## config.mk

```make
export PLATFORM = sky130hd
export DESIGN_NAME = urt_uart
export DESIGN_NICKNAME = d
export VERILOG_FILES = /design/src/rtl/urt_pkg.sv /design/src/rtl/urt_uart.sv
export SDC_FILE = /design/constraint.sdc
export NUM_CORES = 1
export LEC_CHECK = 0
export BUFFER_PORTS_ARGS = -buffer_cell sky130_fd_sc_hd__buf_4
export CAP_MARGIN = 5
export CORE_ASPECT_RATIO = 1.5
export CORE_MARGIN = 5
export CORE_UTILIZATION = 57
export DETAILED_ROUTE_END_ITERATION = 16
export PLACE_DENSITY = 0.78
export SYNTH_ARGS = -nofsm -noshare
export SYNTH_HDL_FRONTEND = slang
export SYNTH_SLANG_ARGS = --single-unit
```

## constraint.sdc

```tcl
create_clock -name i_clk -period 2.25 [get_ports i_clk]
set_input_delay 0.1125 -clock i_clk [delete_from_list [all_inputs] [get_ports i_clk]]
set_output_delay 0.1125 -clock i_clk [all_outputs]
set_load 0.01 [all_outputs]
```

## src/rtl/urt_pkg.sv

```systemverilog
package urt_pkg;
   // register byte addresses
   localparam logic [7:0] ADDR_CTRL   = 8'h00;
   localparam logic [7:0] ADDR_BAUD   = 8'h04;
   localparam logic [7:0] ADDR_TXBUF  = 8'h08;
   localparam logic [7:0] ADDR_TXSTAT = 8'h0c;
   localparam logic [7:0] ADDR_RXBUF  = 8'h10;
   localparam logic [7:0] ADDR_RXERR  = 8'h14;
   // control field positions
   localparam int CTRL_MOD = 0;
   localparam int CTRL_TX  = 1;
   localparam int CTRL_RX  = 2;
   localparam int CTRL_MRG = 3;
   localparam int CTRL_PAR = 4;
   // status field positions
   localparam int ERR_PE   = 0;
   localparam int ERR_FE   = 1;
   localparam int ERR_OV   = 2;
   localparam int STAT_BUF = 0;
   localparam int STAT_SHF = 1;
   // reset values and last data bit index
   localparam logic [5:0] CTRL_RST  = 6'h00;
   localparam logic [7:0] BAUD_RST  = 8'hff;
   localparam logic [7:0] TXBUF_RST = 8'hff;
   localparam logic [2:0] LAST_BIT  = 3'h7;

   typedef enum logic [1:0] {
      PAR_NONE = 2'b00,
      PAR_ZERO = 2'b01,
      PAR_ODD  = 2'b10,
      PAR_EVEN = 2'b11
   } urt_par_t;

   typedef enum logic [2:0] {
      ST_IDLE  = 3'b000,
      ST_START = 3'b001,
      ST_DATA  = 3'b010,
      ST_PAR   = 3'b011,
      ST_STOP  = 3'b100
   } urt_st_t;
endpackage

```

## src/rtl/urt_uart.sv

```systemverilog
// Functional notes
// RQ1 - software ends bursts only after shift idle
// RQ2 - queued frame still sent, then done flags clear
// RQ3 - receiver arms after module then receive enable
// RQ4 - reception begins on start bit at baud
// RQ5 - stop bit raises done, loads buffer
// RQ6 - disabled receiver idles, buffer kept, no irqs
// RQ7 - clearing receive enable aborts frame silently
// RQ8 - overrun flags, drops frame, raises selected irq
// RQ9 - parity or framing error still loads buffer
// RQ10 - merge bit routes errors to done irq
// RQ11 - error flags set with their irq
// RQ12 - reading error status returns and clears flags
// RQ13 - parity mismatch sets parity error
// RQ14 - missing stop bit sets framing error
// RQ15 - frame done while buffer unread is overrun
// RQ16 - single stop bit assumed, second ignored
// RQ17 - software reads buffer after every frame
// RQ18 - even parity transmit bit makes count even
// RQ19 - even parity receive odd count is error
// RQ20 - odd parity transmit bit makes count odd
// RQ21 - odd parity receive even count is error
// RQ22 - zero parity sends 0, never checks
// RQ23 - no parity omits bit, never errors
// RQ24 - error set beats clear on read
`timescale 1ns/10ps
module urt_uart (
   input  wire logic        i_clk,
   input  wire logic        i_resetn,
   input  wire logic        i_psel,
   input  wire logic        i_penable,
   input  wire logic        i_pwrite,
   input  wire logic [7:0]  i_paddr,
   input  wire logic [31:0] i_pwdata,
   output logic      [31:0] o_prdata,
   output logic             o_pready,
   output logic             o_pslverr,
   input  wire logic        i_rxd,
   output logic             o_txd,
   output logic             o_tx_done_irq,
   output logic             o_rx_done_irq,
   output logic             o_rx_error_irq
);

   ////////////////////////////////////////////////////////////////////////////////
   // register bus
   logic [5:0]  ctrl_q, ctrl_d;
   logic [7:0]  baud_q, baud_d;
   logic [7:0]  txbuf_q, txbuf_d;
   logic        txfull_q, txfull_d;
   logic [7:0]  rxbuf_q, rxbuf_d, rx_sh_q, rx_sh_d;
   logic        rxfull_q, rxfull_d;
   logic [2:0]  err_q, err_d;
   logic [31:0] prdata_d;
   logic        pready_d, pslverr_d;
   logic        acc, mod_en, tx_en, rd_rxbuf, rd_err, tx_load, rx_fin, rx_keep;
   logic [2:0]  rx_err;
   urt_pkg::urt_par_t par_mode;
   urt_pkg::urt_st_t  tx_st_q, rx_st_q;

   assign acc      = i_psel & i_penable & o_pready;
   assign mod_en   = ctrl_q[urt_pkg::CTRL_MOD];
   assign tx_en    = mod_en & ctrl_q[urt_pkg::CTRL_TX];
   assign par_mode = urt_pkg::urt_par_t'(ctrl_q[urt_pkg::CTRL_PAR +: 2]);
   assign rd_rxbuf = acc & ~i_pwrite & (i_paddr == urt_pkg::ADDR_RXBUF);
   assign rd_err   = acc & ~i_pwrite & (i_paddr == urt_pkg::ADDR_RXERR);

   always_comb begin
      ctrl_d    = ctrl_q;
      baud_d    = baud_q;
      txbuf_d   = txbuf_q;
      txfull_d  = txfull_q & ~tx_load;
      rxbuf_d   = rxbuf_q;
      rxfull_d  = rxfull_q & ~rd_rxbuf;
      err_d     = err_q;
      prdata_d  = o_prdata;
      pready_d  = i_psel & ~i_penable;
      pslverr_d = 1'b0;
      if (i_psel & ~i_penable) begin
         prdata_d = 32'h0000_0000;
         if (i_paddr == urt_pkg::ADDR_CTRL) begin
            prdata_d[5:0] = ctrl_q;
         end else if (i_paddr == urt_pkg::ADDR_BAUD) begin
            prdata_d[7:0] = baud_q;
         end else if (i_paddr == urt_pkg::ADDR_TXBUF) begin
            prdata_d[7:0] = txbuf_q;
         end else if (i_paddr == urt_pkg::ADDR_TXSTAT) begin
            prdata_d[urt_pkg::STAT_BUF] = txfull_q;
            prdata_d[urt_pkg::STAT_SHF] = (tx_st_q != urt_pkg::ST_IDLE)
                                        & ~((tx_st_q == urt_pkg::ST_STOP) & ~txfull_q); // RQ2
         end else if (i_paddr == urt_pkg::ADDR_RXBUF) begin
            prdata_d[7:0] = rxbuf_q;
         end else if (i_paddr == urt_pkg::ADDR_RXERR) begin
            prdata_d[2:0] = err_q;
         end else begin
            pslverr_d = 1'b1;
         end
      end
      // only the flags the reader saw are cleared; later ones survive
      if (rd_err) begin
         err_d = err_q & ~o_prdata[2:0]; // RQ12
      end
      if (acc & i_pwrite) begin
         if (i_paddr == urt_pkg::ADDR_CTRL) begin
            ctrl_d = i_pwdata[5:0];
         end else if (i_paddr == urt_pkg::ADDR_BAUD) begin
            baud_d = i_pwdata[7:0];
         end else if (i_paddr == urt_pkg::ADDR_TXBUF) begin
            // a write into a full buffer is dropped rather than corrupting
            if (tx_en & ~txfull_q) begin
               txbuf_d  = i_pwdata[7:0];
               txfull_d = 1'b1;
            end
         end
      end
      if (rx_fin) begin
         err_d = err_d | rx_err; // RQ11 RQ24
         if (rx_keep) begin
            rxbuf_d  = rx_sh_q; // RQ5 RQ9
            rxfull_d = 1'b1;
         end
      end
      // clearing the module enable initialises both directions
      if (!mod_en) begin
         txfull_d = 1'b0;
         rxfull_d = 1'b0;
         err_d    = 3'h0;
      end
   end

   always_ff @(posedge i_clk or negedge i_resetn) begin
      if (!i_resetn) begin
         ctrl_q    <= urt_pkg::CTRL_RST;
         baud_q    <= urt_pkg::BAUD_RST;
         txbuf_q   <= urt_pkg::TXBUF_RST;
         txfull_q  <= 1'b0;
         rxbuf_q   <= 8'h00;
         rxfull_q  <= 1'b0;
         err_q     <= 3'h0;
         o_prdata  <= 32'h0000_0000;
         o_pready  <= 1'b0;
         o_pslverr <= 1'b0;
      end else begin
         ctrl_q    <= ctrl_d;
         baud_q    <= baud_d;
         txbuf_q   <= txbuf_d;
         txfull_q  <= txfull_d;
         rxbuf_q   <= rxbuf_d;
         rxfull_q  <= rxfull_d;
         err_q     <= err_d;
         o_prdata  <= prdata_d;
         o_pready  <= pready_d;
         o_pslverr <= pslverr_d;
      end
   end

   ////////////////////////////////////////////////////////////////////////////////
   // transmitter
   urt_pkg::urt_st_t tx_st_d;
   logic [8:0] tx_cnt_q, tx_cnt_d, bit_len;
   logic [7:0] tx_sh_q, tx_sh_d;
   logic [2:0] tx_bit_q, tx_bit_d;
   logic       txd_d, tx_irq_d, tx_tick;

   // one bit lasts one counter period of 2k base cycles
   assign bit_len = {baud_q, 1'b0} - 9'h001;
   assign tx_tick = (tx_cnt_q == 9'h000);
   assign tx_load = tx_en & txfull_q
                  & ((tx_st_q == urt_pkg::ST_IDLE) | ((tx_st_q == urt_pkg::ST_STOP) & tx_tick));

   always_comb begin
      tx_st_d  = tx_st_q;
      tx_cnt_d = tx_tick ? bit_len : tx_cnt_q - 9'h001;
      tx_sh_d  = tx_sh_q;
      tx_bit_d = tx_bit_q;
      txd_d    = o_txd;
      tx_irq_d = 1'b0;
      if (tx_load) begin
         tx_st_d  = urt_pkg::ST_START; // RQ2
         tx_sh_d  = txbuf_q;
         tx_cnt_d = bit_len;
         txd_d    = 1'b0;
      end else if (tx_tick) begin
         case (tx_st_q)
            urt_pkg::ST_START: begin
               tx_st_d  = urt_pkg::ST_DATA;
               tx_bit_d = 3'h0;
               txd_d    = tx_sh_q[0];
            end
            urt_pkg::ST_DATA: begin
               if (tx_bit_q == urt_pkg::LAST_BIT) begin
                  if (par_mode == urt_pkg::PAR_NONE) begin
                     tx_st_d  = urt_pkg::ST_STOP; // RQ23
                     txd_d    = 1'b1;
                     tx_irq_d = 1'b1;
                  end else begin
                     tx_st_d = urt_pkg::ST_PAR;
                     case (par_mode)
                        urt_pkg::PAR_EVEN: txd_d = ^tx_sh_q;  // RQ18
                        urt_pkg::PAR_ODD:  txd_d = ~^tx_sh_q; // RQ20
                        default:           txd_d = 1'b0;      // RQ22
                     endcase
                  end
               end else begin
                  tx_bit_d = tx_bit_q + 3'h1;
                  // rotate, so all data bits are still there for the parity bit
                  tx_sh_d  = {tx_sh_q[0], tx_sh_q[7:1]};
                  txd_d    = tx_sh_q[1];
               end
            end
            urt_pkg::ST_PAR: begin
               // done is raised as the stop bit begins
               tx_st_d  = urt_pkg::ST_STOP;
               txd_d    = 1'b1;
               tx_irq_d = 1'b1;
            end
            urt_pkg::ST_STOP: begin
               tx_st_d = urt_pkg::ST_IDLE;
            end
            default: begin
               tx_st_d = urt_pkg::ST_IDLE;
               txd_d   = 1'b1;
            end
         endcase
      end
      if (!tx_en) begin
         tx_st_d  = urt_pkg::ST_IDLE;
         tx_irq_d = 1'b0;
         txd_d    = 1'b1;
      end
   end

   always_ff @(posedge i_clk or negedge i_resetn) begin
      if (!i_resetn) begin
         tx_st_q       <= urt_pkg::ST_IDLE;
         tx_cnt_q      <= 9'h000;
         tx_sh_q       <= 8'h00;
         tx_bit_q      <= 3'h0;
         o_txd         <= 1'b1;
         o_tx_done_irq <= 1'b0;
      end else begin
         tx_st_q       <= tx_st_d;
         tx_cnt_q      <= tx_cnt_d;
         tx_sh_q       <= tx_sh_d;
         tx_bit_q      <= tx_bit_d;
         o_txd         <= txd_d;
         o_tx_done_irq <= tx_irq_d;
      end
   end

   ////////////////////////////////////////////////////////////////////////////////
   // receiver
   urt_pkg::urt_st_t rx_st_d;
   logic [8:0] rx_cnt_q, rx_cnt_d;
   logic [2:0] rx_bit_q, rx_bit_d;
   logic       rx_par_q, rx_par_d, armed_q, armed_d, ren_old_q;
   logic       rxd_s1_q, rxd_s2_q, rxd_old_q, rx_tick, rx_irq_err;
   logic       rx_done_d, rx_errirq_d, rx_ren;

   assign rx_ren  = ctrl_q[urt_pkg::CTRL_RX];
   assign rx_tick = (rx_cnt_q == 9'h000);
   assign rx_fin  = armed_q & rx_tick & (rx_st_q == urt_pkg::ST_STOP); // RQ16
   assign rx_err[urt_pkg::ERR_PE] = ((par_mode == urt_pkg::PAR_EVEN) & (^rx_sh_q ^ rx_par_q))
                                  | ((par_mode == urt_pkg::PAR_ODD) & ~(^rx_sh_q ^ rx_par_q)); // RQ13 RQ19 RQ21
   assign rx_err[urt_pkg::ERR_FE] = ~rxd_s2_q; // RQ14
   assign rx_err[urt_pkg::ERR_OV] = rxfull_q & ~rd_rxbuf; // RQ15
   assign rx_keep    = ~rx_err[urt_pkg::ERR_OV]; // RQ8
   assign rx_irq_err = |rx_err;

   always_comb begin
      // enable must rise while the module is on, or in the same write
      armed_d     = mod_en & rx_ren & (armed_q | ~ren_old_q); // RQ3
      rx_st_d     = rx_st_q;
      rx_cnt_d    = rx_tick ? bit_len : rx_cnt_q - 9'h001;
      rx_sh_d     = rx_sh_q;
      rx_bit_d    = rx_bit_q;
      rx_par_d    = rx_par_q;
      rx_done_d   = 1'b0;
      rx_errirq_d = 1'b0;
      case (rx_st_q)
         urt_pkg::ST_IDLE: begin
            if (rxd_old_q & ~rxd_s2_q) begin
               rx_st_d  = urt_pkg::ST_START; // RQ4
               rx_cnt_d = {1'b0, baud_q} - 9'h001;
            end
         end
         urt_pkg::ST_START: begin
            if (rx_tick) begin
               // a start bit gone high by mid-bit was a glitch
               rx_st_d  = rxd_s2_q ? urt_pkg::ST_IDLE : urt_pkg::ST_DATA;
               rx_bit_d = 3'h0;
            end
         end
         urt_pkg::ST_DATA: begin
            if (rx_tick) begin
               rx_sh_d  = {rxd_s2_q, rx_sh_q[7:1]};
               rx_bit_d = rx_bit_q + 3'h1;
               if (rx_bit_q == urt_pkg::LAST_BIT) begin
                  rx_st_d = (par_mode == urt_pkg::PAR_NONE) ? urt_pkg::ST_STOP
                                                             : urt_pkg::ST_PAR; // RQ23
               end
            end
         end
         urt_pkg::ST_PAR: begin
            if (rx_tick) begin
               rx_par_d = rxd_s2_q;
               rx_st_d  = urt_pkg::ST_STOP;
            end
         end
         default: begin
            // back to idle at mid stop bit, so a second stop bit is just idle line
            if (rx_tick) begin
               rx_st_d     = urt_pkg::ST_IDLE;
               rx_done_d   = ~rx_irq_err | ctrl_q[urt_pkg::CTRL_MRG]; // RQ10
               rx_errirq_d = rx_irq_err & ~ctrl_q[urt_pkg::CTRL_MRG]; // RQ8 RQ9 RQ10
            end
         end
      endcase
      if (!armed_q) begin
         rx_st_d     = urt_pkg::ST_IDLE; // RQ6 RQ7
         rx_done_d   = 1'b0;
         rx_errirq_d = 1'b0;
      end
   end

   always_ff @(posedge i_clk or negedge i_resetn) begin
      if (!i_resetn) begin
         rx_st_q        <= urt_pkg::ST_IDLE;
         rx_cnt_q       <= 9'h000;
         rx_sh_q        <= 8'h00;
         rx_bit_q       <= 3'h0;
         rx_par_q       <= 1'b0;
         armed_q        <= 1'b0;
         ren_old_q      <= 1'b0;
         rxd_s1_q       <= 1'b1;
         rxd_s2_q       <= 1'b1;
         rxd_old_q      <= 1'b1;
         o_rx_done_irq  <= 1'b0;
         o_rx_error_irq <= 1'b0;
      end else begin
         rx_st_q        <= rx_st_d;
         rx_cnt_q       <= rx_cnt_d;
         rx_sh_q        <= rx_sh_d;
         rx_bit_q       <= rx_bit_d;
         rx_par_q       <= rx_par_d;
         armed_q        <= armed_d;
         ren_old_q      <= rx_ren;
         rxd_s1_q       <= i_rxd;
         rxd_s2_q       <= rxd_s1_q;
         rxd_old_q      <= rxd_s2_q;
         o_rx_done_irq  <= rx_done_d;
         o_rx_error_irq <= rx_errirq_d;
      end
   end
endmodule

```

Word-level counts from Yosys, hierarchy flattened:

Index checks and enable logic that the tools add are counted.

* register bits: 101
* input port bits: 46
* output and inout port bits: 38
* logic and storage cells: 212

* add/sub/neg operators: 6
* eq/ne operators: 30
* mux-type cells: 74
* bitwise gates (word level): 46
* reduce and logical (&&, ||, !) cells: 28

Operator list (count)
* $mux W3: 19
* $mux W8: 6
* $mux W9: 5
* $mux W1: 31
* $sub A9 B1 Y9 const B: 3
* $and A1 B1 Y1: 24
* $logic_not A9 Y1: 2
* $ne A3 B3 Y1 const B: 6
* $eq A8 B4 Y1 const B: 2
* $eq A8 B5 Y1 const B: 2
* $reduce_xor A8 Y1: 2
* $not A1 Y1: 14
* $eq A3 B2 Y1 const B: 4
* $eq A3 B3 Y1 const B: 4
* $mux W6: 2
* $pmux W3 S2: 2
* $pmux W3 S4: 1
* $reduce_and A2 Y1: 6
* $pmux W3 S3: 1
* $reduce_and A3 Y1: 3
* $sub A8 B1 Y9 const B: 1
* $eq A8 B3 Y1 const B: 1
* $logic_not A8 Y1: 1
* $ne A2 B2 Y1 const B: 4
* 24 further kinds: 38

Longest topological paths before layout:

Gate-level depths: netlist of run 1.

* depth in word-level cells: 12
* gate-level depth with buffers: 8
* depth with buffers taken out: 7

Worst setup path before layout of run 1:

OpenSTA, ideal clock, no wires.

* path type: flip-flop to flip-flop
* from: reg rx_cnt_q[2]
* to: reg rxbuf_q[0]
* data arrival time: 1829 ps
* required time: 2125 ps
* path slack: 297 ps
* stages on the path, launching flop included: 7
* path buffers: 1
* period minus slack after synthesis: 1953 ps
* cell sequence: dfrtp_1 -> nor4_4 -> and4b_1 -> nand4_1 -> nor2b_1 -> buf_4 -> mux2_2

* longest elaborated chain between the ends: 4

Ends and longest elaborated chain
* start, declared: RTL line urt_uart.sv:254 `logic [8:0] rx_cnt_q, rx_cnt_d;`
* start signal, assigned: RTL line urt_uart.sv:342 `rx_cnt_q <= rx_cnt_d;`
* $logic_not A9 Y1: RTL line urt_uart.sv:261 `assign rx_tick = (rx_cnt_q == 9'h000);`
* $and A1 B1 Y1 (2 in a row): RTL line urt_uart.sv:262 `assign rx_fin = armed_q & rx_tick & (rx_st_q == urt_pkg::ST_STOP);`
* $reduce_and A2 Y1 (no source line)
* end signal, assigned: RTL line urt_uart.sv:148 `rxbuf_q <= rxbuf_d;`
* end, declared: RTL line urt_uart.sv:51 `logic [7:0] rxbuf_q, rxbuf_d, rx_sh_q, rx_sh_d;`

Every way passes these cells.
A chain may end at the register's enable or synchronous reset.

Worst setup path in the final report of run 1:

* from: reg tx_bit_q[0]
* to: reg tx_sh_q[6]

* longest elaborated chain between the ends: 3

Ends and longest elaborated chain
* start, declared: RTL line urt_uart.sv:162 `logic [2:0] tx_bit_q, tx_bit_d;`
* start signal, assigned: RTL line urt_uart.sv:245 `tx_bit_q <= tx_bit_d;`
* $eq A3 B3 Y1: RTL line urt_uart.sv:191 `if (tx_bit_q == urt_pkg::LAST_BIT) begin`
* $ne A2 B2 Y1 (no source line)
* $reduce_and A3 Y1 (no source line)
* end signal, assigned: RTL line urt_uart.sv:244 `tx_sh_q <= tx_sh_d;`
* end, declared: RTL line urt_uart.sv:161 `logic [7:0] tx_sh_q, tx_sh_d;`

Every way passes these cells.

==> results.toml, run 1 <==
[logic_synthesis]
synth_area_leader_cell = "dfrtp_1"
synthCells = 513
synth_edf_count = 0
mappedNetlistArea_um2 = 5502
synthFlopType = "dfrtp_1"
synth_area_leaders = "dfrtp_1 (37%), dfstp_2 (9.6%), mux2_2 (8.2%), buf_4 (3.4%), xnor2_1 (3.3%)"
yosysWarnings = 0
avgSynthCellArea_um2 = 10.72
yosysSeqAreaShare = 0.4640
yosysMostFrequentCell = "dfrtp_1"
ys_async_sr_fraction = 1.000
yosys_register_bits = 101
netlist_top_cells_count = "dfrtp_1 (81), nand2_1 (43), mux2_2 (40), a21oi_1 (30), nor2_1 (28)"
synthDistinctLibCells = 71
synth_top_area_frac = 0.3684

[routing]
dr.pass1.iters = 5
via_count = 4077
drc_errors = 0
wl_per_cell_um = 18.44
drt_iter0_drc = 217
vias_per_cell = 6.022
ant_nets = 0
drt_wl_total_mm = 12.49

[clocking]
cts_buffers = 9
clock-sinks = 101
insertion_delay_ns = 0.34
cts-root-buf = "clkbuf_16"
postCtsSetupBuffers = 0
ctsResizeCount = 0
clkSlewWorstSetupHoldPaths_ns = 0.07
cts_tree = "built"
h-tree-depth = 3
cts_max_path_buffers = 2

[worst_setup_path]
required_ns = 2.47
crit_path_start_kind = "flip-flop"
worst-path-max-fanout = 8
end_kind = "flip-flop"
crit_start = "tx_bit_q[0]$_DFFE_PN0P_"
r2r_start = "tx_bit_q[0]$_DFFE_PN0P_"
crit_arrival_ns = 2.29
path_class = "reg2reg"

[floorplan]
die_y_um = 130.3
io_pins = 84
core_um2 = 9579
die_area_um2 = 11760
start_util = 0.5743
num_rows = 44
die_x_um = 90.22

[sta]
setup_viol = 0
rsz0062_at_grt = "false"
finalClockSkew_ns = 0.005750
hold_violations = 0
period_share = 0.9222
period_minus_slack_ns = 2.075
relSlewSlack = 0.5199
setup_tns_ns = 0
worst_pin_slew_ns = 0.7202
slew_violations = 0
max_clock_freq_mhz = 481.9

[global_route]
grt_pass1_vias = 4151
grt_pass1_wl_mm = 20.49
gr-total-overflow = 0
track_usage = 0.2162
grt_start_max_net_pins = 56
antenna_found_initial = 0

[power]
power_density_nw_per_um2 = 625.6
ir_worst_vdd_v = 0.0006408
p_leak_nw = 2.747

[finish]
final_nets = 611
area_growth_pct = 12.30
design_area_um2 = 6178
multi_input_area_um2 = 2703
drive_gt1_frac = 0.2616
ff_latch_area_um2 = 2552
fill_cells = 774
insertedDiodeCount = 0

[flow_run]
maxCapViolations = 0

[place]
portBuffers = 35
dpl.hpwl_mm = 9.198
gp_congestion = 0.8802
placed_area_um2 = 5839

[run_status]
status = "complete, no violations"

[worst_hold_path]
min_from = "i_pwdata[7]"
hold_path.class = "in2reg"
[cell usage in the layout, fill, tap and decap left out, drive strengths merged, types with 8 or more instances in the layout]
| cell type | netlist | final |
|---|---|---|
| dfrtp | 81 | 81 |
| buf | 30 | 50 |
| nand2 | 43 | 43 |
| mux2 | 40 | 40 |
| a21oi | 31 | 31 |
| nor2 | 30 | 30 |
| o21ai | 26 | 26 |
| conb | 1 | 24 |
| xnor2 | 21 | 21 |
| dfstp | 20 | 20 |
| nor3 | 16 | 16 |
| mux2i | 14 | 14 |
| inv | 13 | 13 |
| clkbuf | 12 | 12 |
| nand3 | 11 | 11 |
| ha | 8 | 8 |
[routing by layer]
metal,wire [µm],up-vias,global-route usage
li1,-,1907,-
met1,4766,2000,0.2549
met2,6866,137,0.3918
met3,477,33,0.02826
met4,374,0,0.1008
met5,0,-,0
[where the power goes]
| group | internal, mW | switching (mW) |
|---|---|---|
| sequential | 1.86 | 0.0531 |
| combinational | 0.119 | 0.172 |
| clock | 1.00 | 0.657 |
[per-stage QoR]
step	setup slack [ns]	hold slack [ns]	util	power, mW	std cells
floorplan	0.2968	-0.1831	-	2.133	536
finish	0.1751	0.01798	0.6450	3.865	677
global placement	0.2378	0.1985	0.6096	2.222	659
detailed placement	0.1962	0.2031	0.6096	2.232	659
global route	0.03487	0.02582	0.6450	4.010	677
CTS	0.1704	0.01240	0.6450	3.888	677
[kinds of logic after synthesis]
logic type | Yosys count | share of synthesized area
and+or+nand+nor | 154 | 0.1603
AOI/OAI and AO/OA | 108 | 0.1296
DFF | 101 | 0.4640
muxes | 57 | 0.1196
buffers and inverters | 56 | 0.06050
xor gates and xnor gates | 28 | 0.04708
adders and majority gates | 8 | 0.01819
other | 1 | 0.0006816
[worst paths after layout]
path                                     endpoint  slack [ns]  cells after the start
setup / recovery           tx_sh_q[6]$_DFFE_PN0P_        0.18                      6
hold / removal             txbuf_q[7]$_DFFE_PN1P_        0.02                      2
setup reg to reg           tx_sh_q[6]$_DFFE_PN0P_        0.18                      6
hold reg to reg                rxd_s2_q$_DFF_PN1_        0.36                      0
max in group asynchronous  txbuf_q[2]$_DFFE_PN1P_        1.13                      3
min in group asynchronous   tx_cnt_q[5]$_DFF_PN0_        0.37                      2
[state kept, by name, indices dropped and copies added, names as in the netlist, 3 cells and up]
| register | flops |
|---|---|
| ctrl_q | 6 |
| txbuf_q | 8 |
| rx_cnt_q | 9 |
| tx_st_q | 3 |
| tx_sh_q | 8 |
| rx_bit_q | 3 |
| err_q | 3 |
| baud_q | 8 |
| rx_st_q | 3 |
| rx_sh_q | 8 |
| rxbuf_q | 8 |
| tx_bit_q | 3 |
| tx_cnt_q | 9 |
| o_prdata | 8 |
[repair_timing]
| item | CTS | global route |
|---|---|---|
| hold buffers | 2 | 0 |
| endpoints found under the setup margin | 0 | 0 |
| endpoints found under the hold margin | 43 | 0 |
[critical path: stages (launching register included)]
cell and delay (ns):
dfrtp_1 0.41, ha_1 0.21, ha_1 0.25, or3_1 0.49, nor2_4 0.25, mux2i_1 0.22
o21ai_0 0.11
[layout make-up]
class                           count  area share
Clock inverter                      4     0.01175
Multi-Input combinational cell    379      0.4374
Tap cell                          115     0.02329
Clock buffer                       12     0.03989
Sequential cell                   101      0.4131
Inverter                           14     0.01053
Timing Repair Buffer               52     0.06399
Power figures use the tool's default switching activity.
==> run 2: changes to the inputs <==
TNS_END_PERCENT = 10   (was not set)
clock period = 2.3 ns   (was 2.25 ns; I/O delays follow)
==> results.toml, run 2 (synthesis results as in run 1) <==
[run_status]
status = "complete, no violations"

[sta]
worst_pin_slew_ns = 0.6773
period_minus_slack_ns = 2.085
slew_violations = 0
finalClockSkew_ns = 0.01139
relSlewSlack = 0.5484
setup_viol = 0
rsz0062_at_grt = "false"
period_share = 0.9067
worst_slack_ns = 0.2146
max_clock_freq_mhz = 479.5
hold_slack_ns = 0.01269
hold_violations = 0
setup_tns_ns = 0

[worst_hold_path]
hold_path.class = "in2reg"
hold-path-endpoint = "baud_q[7]$_DFFE_PN1P_"
min_from = "i_pwdata[7]"
holdPathStages = 2

[finish]
fill_cells = 750
drive_gt1_frac = 0.2567
design_area_um2 = 6127
final_nets = 610
ff_latch_area_um2 = 2552
finalNonFillerCells = 676
reg_top3 = "rx_cnt_q: 9 flops, tx_cnt_q: 9 flops"
multi_input_area_um2 = 2703
final_common_cell = "dfrtp_1"
area_growth_pct = 11.37
final_cell_mix = "dfrtp_1 (81), buf_4 (49), nand2_1 (43)"
insertedDiodeCount = 0

[worst_setup_path]
r2r_cells = 6
reg2reg_slack_ns = 0.21
worst-path-max-fanout = 8
r2r-end = "tx_sh_q[5]$_DFFE_PN0P_"
crit_buf_inv = 0
required_ns = 2.53
cpMaxStageDelayCell = "or3_1"
path_delay_family = "simple AND/OR/NAND/NOR gates"
end_kind = "flip-flop"
cpMostUsedCell = "ha_1"
crit_chain = "ha_1 > ha_1 > or3_1 > nor2_4 > mux2i_1 > o21ai_0"
crit_arrival_ns = 2.31
crit_path_start_kind = "flip-flop"
r2r_start = "tx_bit_q[0]$_DFFE_PN0P_"
cp_slowest_stage_delay_ns = 0.50
path_class = "reg2reg"

[routing]
via_count = 4098
ant_nets = 0
drt_iter0_drc = 266
wl_per_cell_um = 18.16
drt_wl_total_mm = 12.28
drc_errors = 0
vias_per_cell = 6.062
dr.pass1.iters = 5

[global_route]
gr-total-overflow = 0
track_usage = 0.2130
antenna_found_initial = 0
grt_pass1_vias = 4140
grt_start_max_net_pins = 54
grt_pass1_wl_mm = 20.14

[clocking]
clkSlewWorstSetupHoldPaths_ns = 0.07
cts_tree = "built"
insertion_delay_ns = 0.35
ctsResizeCount = 0
clock-sinks = 101
postCtsSetupBuffers = 0
cts-root-buf = "clkbuf_16"
cts_buffers = 9
cts_max_path_buffers = 2
cts_hold_repair.buffers = 2
h-tree-depth = 3

[floorplan]
start_util = 0.5743
die_x_um = 90.22
die_area_um2 = 11760
io_pins = 84
core_um2 = 9579
num_rows = 44
die_y_um = 130.3

[power]
power_density_nw_per_um2 = 585.8
p_leak_nw = 2.719
ir_worst_vdd_v = 0.0004263

[flow_run]
maxCapViolations = 0

[place]
portBuffers = 35
gp_congestion = 0.8819
dpl.hpwl_mm = 9.122
placedCellCount = 658
place_ws_ns = 0.1847
placed_area_um2 = 5832
-- run 2: layer usage --
layer	vias up	part of all wire	GRT usage
li1	1900	-	-
met1	2043	0.38	0.2441
met2	126	0.55	0.3884
met3	29	0.047	0.03806
met4	0	0.028	0.09465
met5	-	0	0
-- run 2: cell type report --
cell class	count	share of cell area
multi-input cells	379	0.4411
flip-flops and latches	101	0.4166
repair buffers	51	0.06330
clock buffers	15	0.04370
well taps	115	0.02348
inverters	14	0.01062
clock inverters	1	0.001225
-- run 2: how the worst max path moves through the flow --
stage	start	endpoint	slack, ns	cells after the start
floorplan	rx_cnt_q[2]$_DFF_PN0_	rxbuf_q[0]$_DFFE_PN0P_	0.35	6
global placement	tx_bit_q[0]$_DFFE_PN0P_	tx_sh_q[5]$_DFFE_PN0P_	0.28	6
detailed placement	tx_cnt_q[4]$_DFF_PN0_	tx_bit_q[1]$_DFFE_PN0P_	0.18	5
CTS	tx_cnt_q[4]$_DFF_PN0_	tx_bit_q[1]$_DFFE_PN0P_	0.18	5
global route	tx_cnt_q[4]$_DFF_PN0_	tx_bit_q[0]$_DFFE_PN0P_	0.08	5
finish	tx_bit_q[0]$_DFFE_PN0P_	tx_sh_q[5]$_DFFE_PN0P_	0.21	6
-- run 2: power by group --
part,switching (mW),internal [mW]
sequential,0.0520,1.82
clock,0.638,0.796
combinational,0.168,0.115
-- run 2: per-stage QoR --
step	util	power (mW)
CTS	0.6396	3.609
finish	0.6396	3.589
floorplan	-	2.087
detailed placement	0.6088	2.184
global route	0.6396	3.725
global placement	0.6088	2.172
